### config.mk
export PLATFORM = sky130hd
export DESIGN_NAME = cad_decoder
export DESIGN_NICKNAME = d
export VERILOG_FILES = /design/src/design/cad_pkg.sv /design/src/design/cad_decoder.sv
export SDC_FILE = /design/constraint.sdc
export NUM_CORES = 1
export LEC_CHECK = 0
export BUFFER_PORTS_ARGS = -buffer_cell sky130_fd_sc_hd__buf_2
export CORE_MARGIN = 2
export CORE_UTILIZATION = 60
export DETAILED_ROUTE_END_ITERATION = 6
export PLACE_DENSITY = 0.94
export SYNTH_ARGS = -nofsm -noshare
export SYNTH_HDL_FRONTEND = slang
export SYNTH_SLANG_ARGS = --single-unit
### constraint.sdc
create_clock -name clk_sys -period 8.16 [get_ports clk_sys]
set_input_delay 0.816 -clock clk_sys [delete_from_list [all_inputs] [get_ports clk_sys]]
set_output_delay 0.816 -clock clk_sys [all_outputs]
set_load 0.02 [all_outputs]
### src/design/cad_pkg.sv
// constants and types for the operand addressing decoder
package cad_pkg;

   // prefix byte values
   localparam logic [7:0] PFX_SECOND_INDEX          = 8'h90;
   localparam logic [7:0] PFX_INDIRECT_SECOND_INDEX = 8'h91;
   localparam logic [7:0] PFX_INDIRECT              = 8'h92;

   // opcode group, taken from the high nibble
   localparam logic [3:0] GRP_INHERENT     = 4'h0;
   localparam logic [3:0] GRP_RELATIVE     = 4'h2;
   localparam logic [3:0] GRP_RMW_DIRECT   = 4'h3;
   localparam logic [3:0] GRP_RMW_INDEX_S  = 4'h6;
   localparam logic [3:0] GRP_RMW_INDEX_0  = 4'h7;
   localparam logic [3:0] GRP_IMMEDIATE    = 4'ha;
   localparam logic [3:0] GRP_DIRECT_S     = 4'hb;
   localparam logic [3:0] GRP_DIRECT_L     = 4'hc;
   localparam logic [3:0] GRP_INDEX_L      = 4'hd;
   localparam logic [3:0] GRP_INDEX_S      = 4'he;
   localparam logic [3:0] GRP_INDEX_0      = 4'hf;

   // inherent operations, low nibble of a group 0 opcode
   localparam logic [3:0] OP_MASK_IRQ          = 4'h1;
   localparam logic [3:0] OP_UNMASK_IRQ        = 4'h2;
   localparam logic [3:0] OP_SLEEP_UNTIL_IRQ   = 4'h3;
   localparam logic [3:0] OP_HALT              = 4'h4;
   localparam logic [3:0] OP_CARRY_SET         = 4'h5;
   localparam logic [3:0] OP_CARRY_CLEAR       = 4'h6;
   localparam logic [3:0] OP_STACK_POINTER_RST = 4'h7;

   // interrupt mask levels and reset values
   localparam logic [1:0]  IRQ_LEVEL_MASKED = 2'h3;
   localparam logic [1:0]  IRQ_LEVEL_OPEN   = 2'h0;
   localparam logic [1:0]  IRQ_LEVEL_RESET  = 2'h3;
   localparam logic [15:0] PC_RESET         = 16'h0000;
   localparam logic [7:0]  PAGE_ZERO_HI     = 8'h00;

   typedef enum logic [3:0] {
      MODE_INHERENT,
      MODE_IMMEDIATE,
      MODE_DIRECT_S,
      MODE_DIRECT_L,
      MODE_INDEX_0,
      MODE_INDEX_S,
      MODE_INDEX_L,
      MODE_INDIR_S,
      MODE_INDIR_L,
      MODE_INDIDX_S,
      MODE_INDIDX_L,
      MODE_REL,
      MODE_REL_IND
   } cad_mode_e;

   typedef enum logic [2:0] {
      ST_OPCODE,
      ST_ARG1,
      ST_ARG2,
      ST_PTR1,
      ST_PTR2,
      ST_EXEC,
      ST_SLEEP,
      ST_HALT
   } cad_state_e;

endpackage

### src/design/cad_decoder.sv
// operand addressing mode decoder and effective address sequencer
// Summary of operation
// [RULE1] short forms reach page zero, fewer bytes
// [RULE2] long forms reach whole 64 Kbyte space
// [RULE3] memory read-modify-write uses short forms only
// [RULE4] inherent: one byte, no operand fetch
// [RULE5] immediate: opcode then literal operand byte
// [RULE6] short direct: one address byte, page zero
// [RULE7] long direct: two address bytes, full space
// [RULE8] indexed: unsigned sum of index and offset
// [RULE9] no-offset indexed: index alone, no byte
// [RULE10] short indexed: one offset byte, carry kept
// [RULE11] long indexed: two offset bytes plus index
// [RULE12] short indirect: byte pointer read from page zero
// [RULE13] long indirect: word pointer, full space
// [RULE14] indirect indexed: pointer plus index register
// [RULE15] mask op level 3, unmask op level 0
// [RULE16] sleep until interrupt; halt stops oscillator
// [RULE17] relative: pc plus signed 8-bit offset
// [RULE18] prefix 90 selects second index register
// [RULE19] prefix 92 turns forms into indirect forms
// [RULE20] prefix 91 indirect indexed on second index
// [RULE21] pc and length count every instruction byte
`timescale 1ns/1ps
`default_nettype none
module cad_decoder
   import cad_pkg::*;
(
   input  wire logic        clk_sys,
   input  wire logic        reset_n,
   input  wire logic [7:0]  mem_rdata,
   input  wire logic        mem_ack,
   input  wire logic [7:0]  index_x,
   input  wire logic [7:0]  index_y,
   input  wire logic        irq_req,
   input  wire logic        branch_take,
   output logic             mem_req,
   output logic [15:0]      mem_addr,
   output logic [15:0]      pc,
   output logic [7:0]       opcode,
   output cad_mode_e        mode,
   output logic             second_index,
   output logic             rmw,
   output logic [7:0]       operand,
   output logic [15:0]      ea,
   output logic             ea_valid,
   output logic             inst_done,
   output logic [2:0]       inst_len,
   output logic [1:0]       irq_level,
   output logic             carry,
   output logic             sp_reset,
   output logic             sleeping,
   output logic             osc_stop
);

   ////////////////////////////////////////////////////////////////////////////
   // decode functions

   function automatic cad_mode_e decode_mode(input logic [7:0] op,
                                             input logic       ind);
      cad_mode_e m;
      m = MODE_INHERENT;                                // see [RULE4]
      case (op[7:4])
         GRP_IMMEDIATE:   m = MODE_IMMEDIATE;           // see [RULE5]
         GRP_DIRECT_S,
         GRP_RMW_DIRECT:  m = ind ? MODE_INDIR_S  : MODE_DIRECT_S; // see [RULE19]
         GRP_DIRECT_L:    m = ind ? MODE_INDIR_L  : MODE_DIRECT_L; // see [RULE19]
         GRP_INDEX_0,
         GRP_RMW_INDEX_0: m = MODE_INDEX_0;             // see [RULE9]
         GRP_INDEX_S,
         GRP_RMW_INDEX_S: m = ind ? MODE_INDIDX_S : MODE_INDEX_S; // see [RULE19]
         GRP_INDEX_L:     m = ind ? MODE_INDIDX_L : MODE_INDEX_L; // see [RULE19]
         GRP_RELATIVE:    m = ind ? MODE_REL_IND  : MODE_REL;     // see [RULE19]
         default:         m = MODE_INHERENT;
      endcase
      return m;
   endfunction

   // memory rmw groups exist only in short forms
   function automatic logic is_rmw(input logic [7:0] op);
      return (op[7:4] == GRP_RMW_DIRECT) || (op[7:4] == GRP_RMW_INDEX_S) ||
             (op[7:4] == GRP_RMW_INDEX_0);             // see [RULE3]
   endfunction

   // bytes that follow the opcode in the fetch stream
   function automatic logic [1:0] arg_bytes(input cad_mode_e m);
      logic [1:0] n;
      n = 2'h0;
      case (m)
         MODE_IMMEDIATE, MODE_DIRECT_S, MODE_INDEX_S, MODE_REL,
         MODE_INDIR_S, MODE_INDIR_L, MODE_INDIDX_S, MODE_INDIDX_L,
         MODE_REL_IND:  n = 2'h1;                       // see [RULE1]
         MODE_DIRECT_L,
         MODE_INDEX_L:  n = 2'h2;                       // see [RULE2]
         default:       n = 2'h0;
      endcase
      return n;
   endfunction

   // size of the pointer read from page zero
   function automatic logic [1:0] ptr_bytes(input cad_mode_e m);
      logic [1:0] n;
      n = 2'h0;
      case (m)
         MODE_INDIR_S, MODE_INDIDX_S, MODE_REL_IND: n = 2'h1; // see [RULE12]
         MODE_INDIR_L, MODE_INDIDX_L:               n = 2'h2; // see [RULE13]
         default:                                   n = 2'h0;
      endcase
      return n;
   endfunction

   ////////////////////////////////////////////////////////////////////////////
   // state

   cad_state_e  state;
   logic [7:0]  b_hi;
   logic [7:0]  b_lo;
   logic [7:0]  ptr_addr;
   logic        pfx_ind;
   logic        pfx_second;
   logic [2:0]  len_cnt;

   ////////////////////////////////////////////////////////////////////////////
   // combinational selection

   wire        got        = mem_req & mem_ack;
   wire        is_pfx_90  = (mem_rdata == PFX_SECOND_INDEX);
   wire        is_pfx_91  = (mem_rdata == PFX_INDIRECT_SECOND_INDEX);
   wire        is_pfx_92  = (mem_rdata == PFX_INDIRECT);
   wire        is_prefix  = is_pfx_90 | is_pfx_91 | is_pfx_92;
   wire cad_mode_e next_mode = decode_mode(mem_rdata, pfx_ind);
   wire [1:0]  n_args     = arg_bytes(mode);
   wire [1:0]  n_ptr      = ptr_bytes(mode);
   wire [1:0]  n_args_new = arg_bytes(next_mode);

   wire        need_rd    = (state == ST_OPCODE) || (state == ST_ARG1) ||
                            (state == ST_ARG2) || (state == ST_PTR1) ||
                            (state == ST_PTR2);
   wire [15:0] ptr_base   = {PAGE_ZERO_HI, ptr_addr};
   wire [15:0] req_addr   = (state == ST_PTR1) ? ptr_base :
                            (state == ST_PTR2) ? ptr_base + 16'h0001 :
                            pc;

   wire        indexed    = (mode == MODE_INDEX_0) || (mode == MODE_INDEX_S) ||
                            (mode == MODE_INDEX_L) || (mode == MODE_INDIDX_S) ||
                            (mode == MODE_INDIDX_L);
   wire        relative   = (mode == MODE_REL) || (mode == MODE_REL_IND);
   wire [7:0]  idx_val    = second_index ? index_y : index_x; // see [RULE18]
   wire [15:0] idx_add    = indexed ? {8'h00, idx_val} : 16'h0000;
   wire [15:0] base       = {b_hi, b_lo};
   // short forms keep b_hi at zero, so the sum carries into bit 8
   wire [15:0] sum_ea     = base + idx_add;          // see [RULE8] [RULE10]
   wire [15:0] rel_ea     = pc + {{8{b_lo[7]}}, b_lo}; // see [RULE17]
   wire [15:0] next_ea    = relative ? rel_ea : sum_ea;
   wire        addressed  = (mode != MODE_INHERENT) &&
                            (mode != MODE_IMMEDIATE);
   wire        inh_op     = (mode == MODE_INHERENT) &&
                            (opcode[7:4] == GRP_INHERENT);
   wire [3:0]  inh_code   = opcode[3:0];

   ////////////////////////////////////////////////////////////////////////////
   // sequencer

   always_ff @(posedge clk_sys or negedge reset_n) begin
      if (!reset_n) begin
         state        <= ST_OPCODE;
         mem_req      <= 1'b0;
         mem_addr     <= 16'h0000;
         pc           <= PC_RESET;
         opcode       <= 8'h00;
         mode         <= MODE_INHERENT;
         second_index <= 1'b0;
         rmw          <= 1'b0;
         operand      <= 8'h00;
         ea           <= 16'h0000;
         ea_valid     <= 1'b0;
         inst_done    <= 1'b0;
         inst_len     <= 3'h0;
         irq_level    <= IRQ_LEVEL_RESET;
         carry        <= 1'b0;
         sp_reset     <= 1'b0;
         sleeping     <= 1'b0;
         osc_stop     <= 1'b0;
         b_hi         <= 8'h00;
         b_lo         <= 8'h00;
         ptr_addr     <= 8'h00;
         pfx_ind      <= 1'b0;
         pfx_second   <= 1'b0;
         len_cnt      <= 3'h0;
      end else begin
         ea_valid  <= 1'b0;
         inst_done <= 1'b0;
         sp_reset  <= 1'b0;
         if (need_rd && !mem_req) begin
            mem_req  <= 1'b1;
            mem_addr <= req_addr;
         end
         if (got) begin
            mem_req <= 1'b0;
         end
         case (state)
            ST_OPCODE: begin
               if (got) begin
                  pc      <= pc + 16'h0001;               // see [RULE21]
                  len_cnt <= len_cnt + 3'h1;              // see [RULE21]
                  if (is_prefix) begin
                     pfx_ind    <= pfx_ind | is_pfx_91 | is_pfx_92;
                     pfx_second <= pfx_second | is_pfx_90 | is_pfx_91; // see [RULE20]
                  end else begin
                     opcode       <= mem_rdata;
                     mode         <= next_mode;
                     rmw          <= is_rmw(mem_rdata);   // see [RULE3]
                     second_index <= pfx_second;          // see [RULE18]
                     b_hi         <= 8'h00;
                     b_lo         <= 8'h00;
                     state        <= (n_args_new == 2'h0) ? ST_EXEC : ST_ARG1; // see [RULE4]
                  end
               end
            end
            ST_ARG1: begin
               if (got) begin
                  pc      <= pc + 16'h0001;               // see [RULE21]
                  len_cnt <= len_cnt + 3'h1;
                  if (n_args == 2'h2) begin
                     b_hi  <= mem_rdata;                  // see [RULE7] [RULE11]
                     state <= ST_ARG2;
                  end else begin
                     b_lo     <= mem_rdata;               // see [RULE6]
                     ptr_addr <= mem_rdata;
                     state    <= (n_ptr == 2'h0) ? ST_EXEC : ST_PTR1;
                  end
               end
            end
            ST_ARG2: begin
               if (got) begin
                  pc      <= pc + 16'h0001;
                  len_cnt <= len_cnt + 3'h1;
                  b_lo    <= mem_rdata;
                  state   <= ST_EXEC;
               end
            end
            ST_PTR1: begin
               if (got) begin
                  if (n_ptr == 2'h2) begin
                     b_hi  <= mem_rdata;                  // see [RULE13]
                     state <= ST_PTR2;
                  end else begin
                     b_hi  <= 8'h00;                      // see [RULE12]
                     b_lo  <= mem_rdata;
                     state <= ST_EXEC;
                  end
               end
            end
            ST_PTR2: begin
               if (got) begin
                  b_lo  <= mem_rdata;                     // see [RULE14]
                  state <= ST_EXEC;
               end
            end
            ST_EXEC: begin
               ea         <= next_ea;
               ea_valid   <= addressed;
               inst_done  <= 1'b1;
               inst_len   <= len_cnt;                     // see [RULE21]
               len_cnt    <= 3'h0;
               pfx_ind    <= 1'b0;
               pfx_second <= 1'b0;
               state      <= ST_OPCODE;
               if (mode == MODE_IMMEDIATE) begin
                  operand <= b_lo;                        // see [RULE5]
               end
               if (relative && branch_take) begin
                  pc <= rel_ea;                           // see [RULE17]
               end
               if (inh_op) begin
                  if (inh_code == OP_MASK_IRQ) begin
                     irq_level <= IRQ_LEVEL_MASKED;       // see [RULE15]
                  end else if (inh_code == OP_UNMASK_IRQ) begin
                     irq_level <= IRQ_LEVEL_OPEN;         // see [RULE15]
                  end else if (inh_code == OP_CARRY_SET) begin
                     carry <= 1'b1;
                  end else if (inh_code == OP_CARRY_CLEAR) begin
                     carry <= 1'b0;
                  end else if (inh_code == OP_STACK_POINTER_RST) begin
                     sp_reset <= 1'b1;
                  end else if (inh_code == OP_SLEEP_UNTIL_IRQ) begin
                     sleeping <= 1'b1;                    // see [RULE16]
                     state    <= ST_SLEEP;
                  end else if (inh_code == OP_HALT) begin
                     osc_stop <= 1'b1;                    // see [RULE16]
                     state    <= ST_HALT;
                  end
               end
            end
            ST_SLEEP: begin
               if (irq_req) begin
                  sleeping <= 1'b0;                       // see [RULE16]
                  state    <= ST_OPCODE;
               end
            end
            ST_HALT: begin
               if (irq_req) begin
                  osc_stop <= 1'b0;
                  state    <= ST_OPCODE;
               end
            end
            default: begin
               state <= ST_OPCODE;
            end
         endcase
      end
   end

endmodule
`default_nettype wire

== Yosys cells after proc, flatten, opt, wreduce, memory -nomap -nowiden ==
Memory sizes are Yosys's and may differ from the RTL's.
Index checks and enable logic that the tools add are counted.
W data, S select, Z words.
Storage, ports and cells
  memory bits (writable): 0
  input port bits: 29
  bits in read-only memories: 64
  logic and storage cells: 245
  memories kept: 2
  bits in latches: 0
  register bits after elaboration: 114
Memory list
  (no name shown): depth 16, width 2, read ports 1, clocked after Yosys merged registers in 0, write ports 0, line cad_decoder.sv:89  | case (m)
  (no name shown): depth 16, width 2, read ports 1, clocked after Yosys merged registers in 0, write ports 0, line cad_decoder.sv:89
Cells by class
  $add $sub $neg: 5
  equality and inequality tests: 63
  multiplexer cells: 88
  reductions and logical operators: 52
  shift-type cells: 0
  bitwise operators: 11
  magnitude comparators: 0
  divide/modulo/power cells: 0
  multipliers: 0
Operator list (count)
  $mux W8: 13
  $mux W16: 5
  $mux W3: 20
  $eq A4 B4 Y1 const B: 11
  $eq A4 B3 Y1 const B: 10
  $ne A2 B2 Y1 const B: 19
  $mux W1: 34
  $pmux W16 S2: 1
  $pmux W8 S4: 1
  $pmux W4 S7: 1
  $eq A8 B8 Y1 const B: 3
  $pmux W8 S3: 1
  $pmux W3 S6: 1
  $add A16 B1 Y16 const B: 1
  $add A16 B16 Y16: 1
  $add A16 B8 Y16: 1
  $eq A4 B2 Y1 const B: 4
  $reduce_and A3 Y1: 5
  $reduce_bool A2 Y1: 7
  $eq A3 B3 Y1 const B: 4
  $mux W4: 3
  $reduce_and A6 Y1: 2
  $reduce_or A2 Y1: 6
  $logic_or A1 B1 Y1: 11
  28 further kinds: 54

== Logic depth before layout (Yosys ltp) ==
Gate-level depths: netlist of run 1.
  depth in word-level cells: 10
  mapped depth: 16
  mapped depth without buffers: 16

== Least setup slack after synthesis of run 1 ==
Ideal clock, no wire load.
  path kind: register to register
  start: register mode[0]
  end: register ea[10]
  path buffers: 0
  cell stages (with the launch flop): 15
  library setup time: 0.130 ns
  required time: 8.030 ns
  setup slack: 4.815 ns
  arrival time: 3.216 ns
  clock period less this slack: 3.345 ns
  cell sequence: dfrtp_1 inv_1 ha_1 or2_2 o21ai_0 nor2_1 a21oi_1 nor2_1 ha_1 o211ai_1 a21o_1 a32oi_1 a31oi_1 a41oi_1 a31oi_1
Between the ends
  longest elaborated chain between the ends: 8
  elaborated cells on any way between the ends: 15
  those cells by class: add/sub (1); eq/ne (7); mux (2); reduce/logical (5)
Ends and longest elaborated chain
  start, declared: line cad_decoder.sv:41  | output cad_mode_e mode,
  start signal, assigned: line cad_decoder.sv:211  | mode <= next_mode;
  $eq A4 B3 Y1: line cad_decoder.sv:144  | wire indexed = (mode == MODE_INDEX_0) || (mode == MODE_INDEX_S) ||
  $logic_or A1 B1 Y1 (2 in a row): line cad_decoder.sv:144
  $logic_or A1 B1 Y1 (2 in a row): line cad_decoder.sv:145  | (mode == MODE_INDEX_L) || (mode == MODE_INDIDX_S) ||
  $mux W8: line cad_decoder.sv:149  | wire [15:0] idx_add = indexed ? {8'h00, idx_val} : 16'h0000;
  $add A16 B8 Y16: line cad_decoder.sv:152  | wire [15:0] sum_ea = base + idx_add;
  $mux W16 *: line cad_decoder.sv:154  | wire [15:0] next_ea = relative ? rel_ea : sum_ea;
  end signal, assigned: line cad_decoder.sv:261  | ea <= next_ea;
  end, declared: line cad_decoder.sv:45  | output logic [15:0] ea,
Mark *: on every way between the ends. The rest lies on a longest branch, timed or not.
A chain may end at the register's enable or synchronous reset.

== Worst setup path after layout of run 1 ==
  start: register state[2]
  end: register pc[11]
Between the ends
  longest elaborated chain between the ends: 4
  elaborated cells on any way between the ends: 10
  those cells by class: eq/ne (5); mux (1); reduce/logical (4)
Ends and longest elaborated chain
  start, declared: line cad_decoder.sv:115  | cad_state_e state;
  start signal, assigned: line cad_decoder.sv:216  | state <= (n_args_new == 2'h0) ? ST_EXEC : ST_ARG1;
  start signal, assigned: line cad_decoder.sv:230  | state <= (n_ptr == 2'h0) ? ST_EXEC : ST_PTR1;
  $eq A3 B1 Y1, or another cell as far along: line cad_decoder.sv:201  | case (state)
  $reduce_or A3 Y1 (no line)
  $ne A2 B1 Y1 (no line) / $reduce_bool A2 Y1 (equally long branches)
  $reduce_and A3 Y1 (no line)
  end signal, assigned: line cad_decoder.sv:204  | pc <= pc + 16'h0001;
  end signal, assigned: line cad_decoder.sv:222  | pc <= pc + 16'h0001;
  end signal, assigned: line cad_decoder.sv:236  | pc <= pc + 16'h0001;
  end, declared: line cad_decoder.sv:39  | output logic [15:0] pc,
Several ways; a longest one is shown, not always the timed one.

==> results_dict.tcl, run 1 <==
set metrics [dict create \
    outcome "completed" \
    clkLatencyLatePin_ns 0.43 \
    die-height_um 114 \
    tightest_slew_ns 0.951 \
    hold_viol_final 0 \
    timing_worst_setup_path_type "reg -> reg" \
    ratio_of_cells_with_drive_above_1_in_the_final_layout_pct 21.2 \
    postSynthRegisterBits 113 \
    clock-root-buffer "sky130_fd_sc_hd__clkbuf_16" \
    critical_path.startpoint_type "register" \
    critical_path.max_stage_delay_ns 0.96 \
    holdWs_ns 0.415 \
    average_routed_wire_per_standard_cell_um 18.6 \
    cts.sink_count 113 \
    avgViaCountPerCell 6.47 \
    crit_chain "nand3_2, inv_2, nand4_1, o31ai_2, buf_4, o21ai_0, a32oi_1, o21ai_0" \
    critPathCaptureType "register" \
    syn-cell-area_um2 7270 \
    drt-pass1-iter-count 6 \
    n_antenna_cell 0 \
    worst_path_max_delay_cell "sky130_fd_sc_hd__inv_2" \
    cts-resized-gates 0 \
    crit-reg2reg-launch "state[2]" \
    hold_path_class "in -> async" \
    postCtsSetupRepairBufs 0 \
    placedInstanceArea_um2 7860 \
    seq_area_frac_synth_pct 38.9 \
    max_fclk_ghz 0.239 \
    hold_buffer_count_at_cts 0 \
    finalMaxSlewViolations 0 \
    tritoncts.num_buffers 17 \
    period_minus_slack_ns 4.19 \
    post_synth_inst_count 832 \
    dp.final_hpwl_um 13900 \
    synth-main-ff-cell "sky130_fd_sc_hd__dfrtp_1" \
    timing.final.crit_share_pct 51.3 \
    grt_setup_unrepaired "false" \
    worst-path-buf-inv 2 \
    tns_ns 0 \
    cpMostUsedCell "sky130_fd_sc_hd__o21ai_0" \
    critical_path.top_delay_family "simple AND/OR/NAND/NOR gates" \
    timing.critical_path.fanout_max 46 \
    setup_viol 0 \
    port-buffer-count 110 \
    power-per-cell-area_nw_per_um2 472 \
    count_of_h_tree_levels_built_during_cts 4 \
    fin_worst_skew_ns 0.00886 \
    fp.dieArea_um2 13000 \
    globalRouteTotalUtil_pct 32.0 \
    finalWirelength_um 20200 \
    io-pin-count 111 \
    timing.reg2reg.setup_slack_ns 3.97 \
    core-area_um2 11900 \
    antenna_left 0 \
    placement_rows 40 \
    max-slew-margin-rel_pct 36.5 \
    syn-num-nets 896 \
    ys_types 80 \
    mostFrequentLayoutCell "sky130_fd_sc_hd__nand2_1" \
    vdd_drop_max_mv 0.259 \
    fin_nets 987 \
    cp.arrival_ns 4.48 \
    area_delta_synth_final_pct 16.9 \
    most-common-layout-cells "129 x sky130_fd_sc_hd__nand2_1, 112 x sky130_fd_sc_hd__dfrtp_1, 109 x sky130_fd_sc_hd__buf_2, 69 x sky130_fd_sc_hd__nor2_1, 62 x sky130_fd_sc_hd__a21oi_1" \
    maxCapViolCount 0 \
    fp.dieW_um 114 \
    synth_enable_flop_cells 0 \
    synth_async_sr_flop_share_pct 100 \
    via_count_of_the_first_global_routing_pass 6599 \
    required_ns 8.45 \
    pin_count_of_the_biggest_net_entering_global_routing 62 \
    ff2ff_path_depth 8 \
    detailedRoute.firstIterationViolations 757 \
    detail_route.drc_violations 0 \
    postLayoutCellArea_um2 8500 \
    vias 7004 \
    initial_core_util_pct 61.1 \
    global_route_wire_length_before_repair_um 32700 \
    clockBufferDepth 2 \
    total_leakage_power_nw 3.83 \
    synth_area_per_cell_um2 8.74 \
    cts.clk_slew.worst_paths_ns 0.06 \
    regToRegEndpoint "pc[11]" \
    yosysWarnings 0 \
    cts_tree "built" \
    overflow 0 \
    placer_congestion 0.953 \
    antenna_found_initial 0 \
]
==> per-stage QoR <==
step                      utilization [%]  std cells  total power (W)  setup slack (ns)
after floorplan                         -        832          0.00256              4.81
after global placement               65.9       1051          0.00306              4.35
after detailed placement             65.9       1051          0.00313              4.18
after CTS                            71.4       1083          0.00397              4.08
after global routing                 71.4       1083          0.00427              3.67
final                                71.4       1083          0.00401              3.97
==> how the worst max path moves through the flow <==
stage          startpoint  endpoint  slack [ns]  depth (start not counted)
2_1_floorplan     mode[0]    ea[10]        4.81                         14
3_3_place_gp     state[2]    pc[11]        4.35                          8
3_5_place_dp     state[2]    pc[11]        4.18                          8
4_1_cts          state[2]    pc[11]        4.08                          8
5_1_grt          state[2]    pc[11]        3.67                          8
6_report         state[2]    pc[11]        3.97                          8
==> worst register-to-register path: stages, from the launching register on <==
cell and delay [ns]:
sky130_fd_sc_hd__dfrtp_1 0.79, sky130_fd_sc_hd__nand3_2 0.91, sky130_fd_sc_hd__inv_2 0.96, sky130_fd_sc_hd__nand4_1 0.50, sky130_fd_sc_hd__o31ai_2 0.16, sky130_fd_sc_hd__buf_4 0.26, sky130_fd_sc_hd__o21ai_0 0.14, sky130_fd_sc_hd__a32oi_1 0.19
sky130_fd_sc_hd__o21ai_0 0.13
==> where the power goes <==
| group | total [W] | internal, W | switching (W) |
|---|---|---|---|
| registers | 0.00110 | 0.000789 | 0.000308 |
| logic | 0.00211 | 0.000784 | 0.00132 |
| clock network | 0.000811 | 0.000535 | 0.000275 |
==> metal layers <==
| metal | track usage [%] | up-vias | wire length (um) |
|---|---|---|---|
| met2 | 50.9 | 377 | 9570 |
| li1 | - | 3199 | - |
| met1 | 41.8 | 3352 | 8070 |
| met5 | 0 | - | 0 |
| met3 | 6.93 | 76 | 1760 |
| met4 | 15.1 | 0 | 787 |
==> layout make-up <==
class                   count  area [um^2]
repair buffers            113          576
inverters                  29          109
clock buffers              20          467
multi-input cells         649         4160
well taps                 147          184
flip-flops and latches    113         2830
clock inverters            12          179
fillers                   882         3410
==> sequential cells by signal (all words and copies together) (netlist names), 3 cells and up <==
register	flops
ea	16
mem_addr	16
pc	16
b_hi	8
b_lo	8
opcode	8
operand	8
ptr_addr	8
mode	4
inst_len	3
len_cnt	3
state	3
==> cells in the mapped netlist (all sizes together), types with 3 or more instances <==
| cell | count | area [um^2] |
|---|---|---|
| a31oi | 19 | 125 |
| a21oi | 63 | 327 |
| ha | 33 | 413 |
| a21boi | 3 | 22.5 |
| nand2 | 129 | 484 |
| clkbuf | 24 | 90.1 |
| nand2b | 7 | 43.8 |
| a22oi | 3 | 22.5 |
| nor3 | 16 | 101 |
| a32oi | 4 | 35.0 |
| and3 | 5 | 31.3 |
| a21o | 10 | 76.3 |
| a211o | 3 | 26.3 |
| inv | 29 | 109 |
| o211ai | 8 | 60.1 |
| o31a | 5 | 43.8 |
| dfrtp | 112 | 2800 |
| nor2 | 69 | 259 |
| nand3 | 26 | 135 |
| nor2b | 5 | 31.3 |
| o22ai | 5 | 31.3 |
| nor4 | 6 | 37.5 |
| o21a | 4 | 30.0 |
| nand4 | 11 | 68.8 |
| xnor2 | 17 | 149 |
| or2 | 7 | 43.8 |
| xor2 | 9 | 78.8 |
| or3 | 5 | 31.3 |
| o21ai | 69 | 357 |
| mux2 | 18 | 203 |
| a211oi | 8 | 75.1 |
| and4 | 5 | 43.8 |
| a2bb2oi | 3 | 26.3 |
| mux2i | 19 | 190 |
| nor3b | 4 | 30.0 |
| and2 | 5 | 31.3 |
| o221a | 3 | 33.8 |
| a22o | 7 | 61.3 |
| o221ai | 4 | 35.0 |
| buf | 17 | 97.6 |
==> cell families after synthesis <==
group | count (synthesis) | synth area share, %
compound gates | 243 | 22.2
xor+xnor | 26 | 3.13
fa+ha+maj | 35 | 6.23
buf+inv | 70 | 4.08
flops | 113 | 38.9
mux | 37 | 5.40
simple gates | 308 | 20.0
Power figures use the tool's default switching activity.
==> run 2, diff against run 1 <==
--- a/config.mk
+++ b/config.mk
@@ -7,9 +7,9 @@
 export LEC_CHECK = 0
 export BUFFER_PORTS_ARGS = -buffer_cell sky130_fd_sc_hd__buf_2
 export CORE_MARGIN = 2
-export CORE_UTILIZATION = 60
+export CORE_UTILIZATION = 58
 export DETAILED_ROUTE_END_ITERATION = 6
-export PLACE_DENSITY = 0.94
+export PLACE_DENSITY = 0.91
 export SYNTH_ARGS = -nofsm -noshare
 export SYNTH_HDL_FRONTEND = slang
 export SYNTH_SLANG_ARGS = --single-unit
==> constraint.sdc (replaced) <==
create_clock -name clk_sys -period 4.25 [get_ports clk_sys]
set_input_delay 0.425 -clock clk_sys [delete_from_list [all_inputs] [get_ports clk_sys]]
set_output_delay 0.425 -clock clk_sys [all_outputs]
set_load 0.02 [all_outputs]
==> run 2 against run 1 <==
Net effect: maximum frequency up 14%; die area is 3.3% higher; utilization fell by 1.2 points; setup slack worse by 3.4 ns; sequential power up 90%; flip-flop and latch count unchanged; combinational power rose by 90%; critical endpoint is now ea[10]; largest power group unchanged.
==> results_dict.tcl, run 2 (same netlist as run 1, synthesis figures left out) <==
set metrics [dict create \
    outcome "completed" \
    critical_path.startpoint_type "register" \
    grt_setup_unrepaired "false" \
    clock-root-buffer "sky130_fd_sc_hd__clkbuf_16" \
    io-pin-count 111 \
    hold_viol_final 0 \
    cp.arrival_ns 3.98 \
    area_delta_synth_final_pct 16.9 \
    tritoncts.num_buffers 17 \
    total_leakage_power_nw 3.83 \
    most-common-layout-cells "129 x sky130_fd_sc_hd__nand2_1, 112 x sky130_fd_sc_hd__dfrtp_1, 109 x sky130_fd_sc_hd__buf_2, 69 x sky130_fd_sc_hd__nor2_1, 61 x sky130_fd_sc_hd__a21oi_1" \
    finalMaxSlewViolations 0 \
    n_antenna_cell 0 \
    largestRegisters "ea: 16 flops, mem_addr: 16 flops, pc: 16 flops" \
    clkPwrFrac_pct 18.7 \
    max-slew-margin-rel_pct 37.2 \
    overflow 0 \
    port-buffer-count 110 \
    maxCapViolCount 0 \
    regToRegEndpoint "ea[10]" \
    fraction_of_power_spent_switching_nets_pct 47.5 \
    cts.clk_slew.worst_paths_ns 0.06 \
    antenna_left 0 \
    timing.critical_path.fanout_max 8 \
    switching_power_summed_over_all_nets_w 0.00356 \
    detail_route.drc_violations 0 \
    count_of_h_tree_levels_built_during_cts 4 \
    fp.dieW_um 116 \
    timing.final.crit_share_pct 86.7 \
    power-per-cell-area_nw_per_um2 882 \
    dp.final_hpwl_um 14000 \
    ratio_of_cells_with_drive_above_1_in_the_final_layout_pct 21.2 \
    crit_startpoint "mode[0]" \
    max_fclk_ghz 0.271 \
    finalWirelength_um 19500 \
    p_seq_share_pct 27.9 \
    setup_viol 0 \
    fin_worst_skew_ns 0.00809 \
    multiInputGateArea_um2 4160 \
    timing.reg2reg.setup_slack_ns 0.56 \
    cts_tree "built" \
    fillCellCount 991 \
    period_minus_slack_ns 3.69 \
    globalRouteTotalUtil_pct 30.1 \
    pin_count_of_the_biggest_net_entering_global_routing 46 \
    required_ns 4.55 \
    crit-reg2reg-launch "mode[0]" \
    sequential_cell_area_um2 2830 \
    proportion_of_power_drawn_by_combinational_gates_pct 53.3 \
    initial_core_util_pct 60.1 \
    core-area_um2 12100 \
    postCtsSetupRepairBufs 0 \
    vdd_drop_max_mv 0.487 \
    via_count_of_the_first_global_routing_pass 6291 \
    timing_worst_setup_path_type "reg -> reg" \
    cts.sink_count 113 \
    tns_ns 0 \
    intPower_w 0.00393 \
    fin_nets 991 \
    fp.dieArea_um2 13500 \
    vias 6801 \
    global_route_wire_length_before_repair_um 31300 \
    finalPower_w 0.00749 \
    die-height_um 116 \
    placement_rows 40 \
    mostFrequentLayoutCell "sky130_fd_sc_hd__nand2_1" \
    placer_congestion 0.924 \
    hold_path_class "in -> reg" \
    ff2ff_path_depth 14 \
    clkLatencyLatePin_ns 0.42 \
    average_routed_wire_per_standard_cell_um 17.6 \
    critPathCaptureType "register" \
    detailedRoute.firstIterationViolations 620 \
    clockBufferDepth 2 \
    avgViaCountPerCell 6.14 \
    antenna_found_initial 0 \
    drt-pass1-iter-count 5 \
    critPathCapture "ea[10]" \
    tightest_slew_ns 0.934 \
]
[run 2: cell types whose count changed in the layout (fill, tap and decap cells not counted), sizes merged]
cell	before	now
buf	113	116
dlygate4sd3	0	1
clkinvlp	3	1
bufinv	4	2
clkinv	3	5
inv	31	30
clkbuf	20	23
[run 2: metrics by stage]
| step | hold slack [ns] | cells | instance area (um^2) | util [%] | worst slack (ns) |
|---|---|---|---|---|---|
| CTS | 0.317 | 1108 | 8500 | 70.2 | 0.392 |
| global placement | 0.396 | 1075 | 7900 | 65.3 | 0.601 |
| detailed placement | 0.397 | 1075 | 7900 | 65.3 | 0.420 |
| global route | 0.333 | 1108 | 8500 | 70.2 | 0.239 |
| floorplan | 0.129 | 832 | 7270 | - | 0.905 |
| finish | 0.335 | 1108 | 8500 | 70.2 | 0.564 |
[run 2: metal layers]
metal	share of wire (%)	vias to the layer above	global-route usage [%]
li1	-	3213	-
met1	42	3212	39.6
met2	46	315	47.2
met3	7.6	61	5.91
met4	4.3	0	16.4
met5	0	-	0
[run 2: what timing repair did]
item	in CTS	in global routing
gates resized for setup	0	1
endpoints found under the setup margin	0	1
hold buffers	1	0
hold endpoints to repair	32	0
[run 2: cell type report]
type                       instances  area share [%]
multi-input combinational        649            49.0
timing repair buffer             117            7.15
inverter                          29            1.28
clock buffer                      23            5.62
clock inverter                     9            1.24
tap                              168            2.47
sequential                       113            33.3
[run 2: critical path, cell delays in order, from the launching register on]
cell and delay (ns):
sky130_fd_sc_hd__dfrtp_1 0.42, sky130_fd_sc_hd__inv_1 0.08, sky130_fd_sc_hd__ha_1 0.28, sky130_fd_sc_hd__or2_2 0.33, sky130_fd_sc_hd__o21ai_0 0.17, sky130_fd_sc_hd__nor2_1 0.07
sky130_fd_sc_hd__a21oi_2 0.36, sky130_fd_sc_hd__nor2_1 0.11, sky130_fd_sc_hd__ha_1 0.39, sky130_fd_sc_hd__o211ai_1 0.11, sky130_fd_sc_hd__a21o_1 0.19, sky130_fd_sc_hd__a32oi_1 0.58
sky130_fd_sc_hd__a31oi_1 0.16, sky130_fd_sc_hd__a41oi_1 0.20, sky130_fd_sc_hd__a31oi_1 0.11
[run 2: worst min path at each step]
stage | from | endpoint | slack, ns | depth (start not counted)
5_1_grt | mem_rdata[2] | b_hi[2] | 0.33 | 3
4_1_cts | mem_rdata[2] | b_hi[2] | 0.32 | 3
3_5_place_dp | reset_n | ea[13] | 0.40 | 1
6_report | mem_rdata[2] | b_hi[2] | 0.34 | 3
2_1_floorplan | reset_n | b_hi[0] | 0.13 | 0
3_3_place_gp | reset_n | ea[13] | 0.40 | 1
[run 2: power by group through the flow]
stage | sequential, W | combinational [W] | clock (W)
CTS | 0.00207 | 0.00397 | 0.00141
detailed placement | 0.00209 | 0.00393 | 0
finish | 0.00209 | 0.00400 | 0.00141
global route | 0.00215 | 0.00439 | 0.00147
global placement | 0.00207 | 0.00385 | 0
floorplan | 0.00228 | 0.00265 | 0
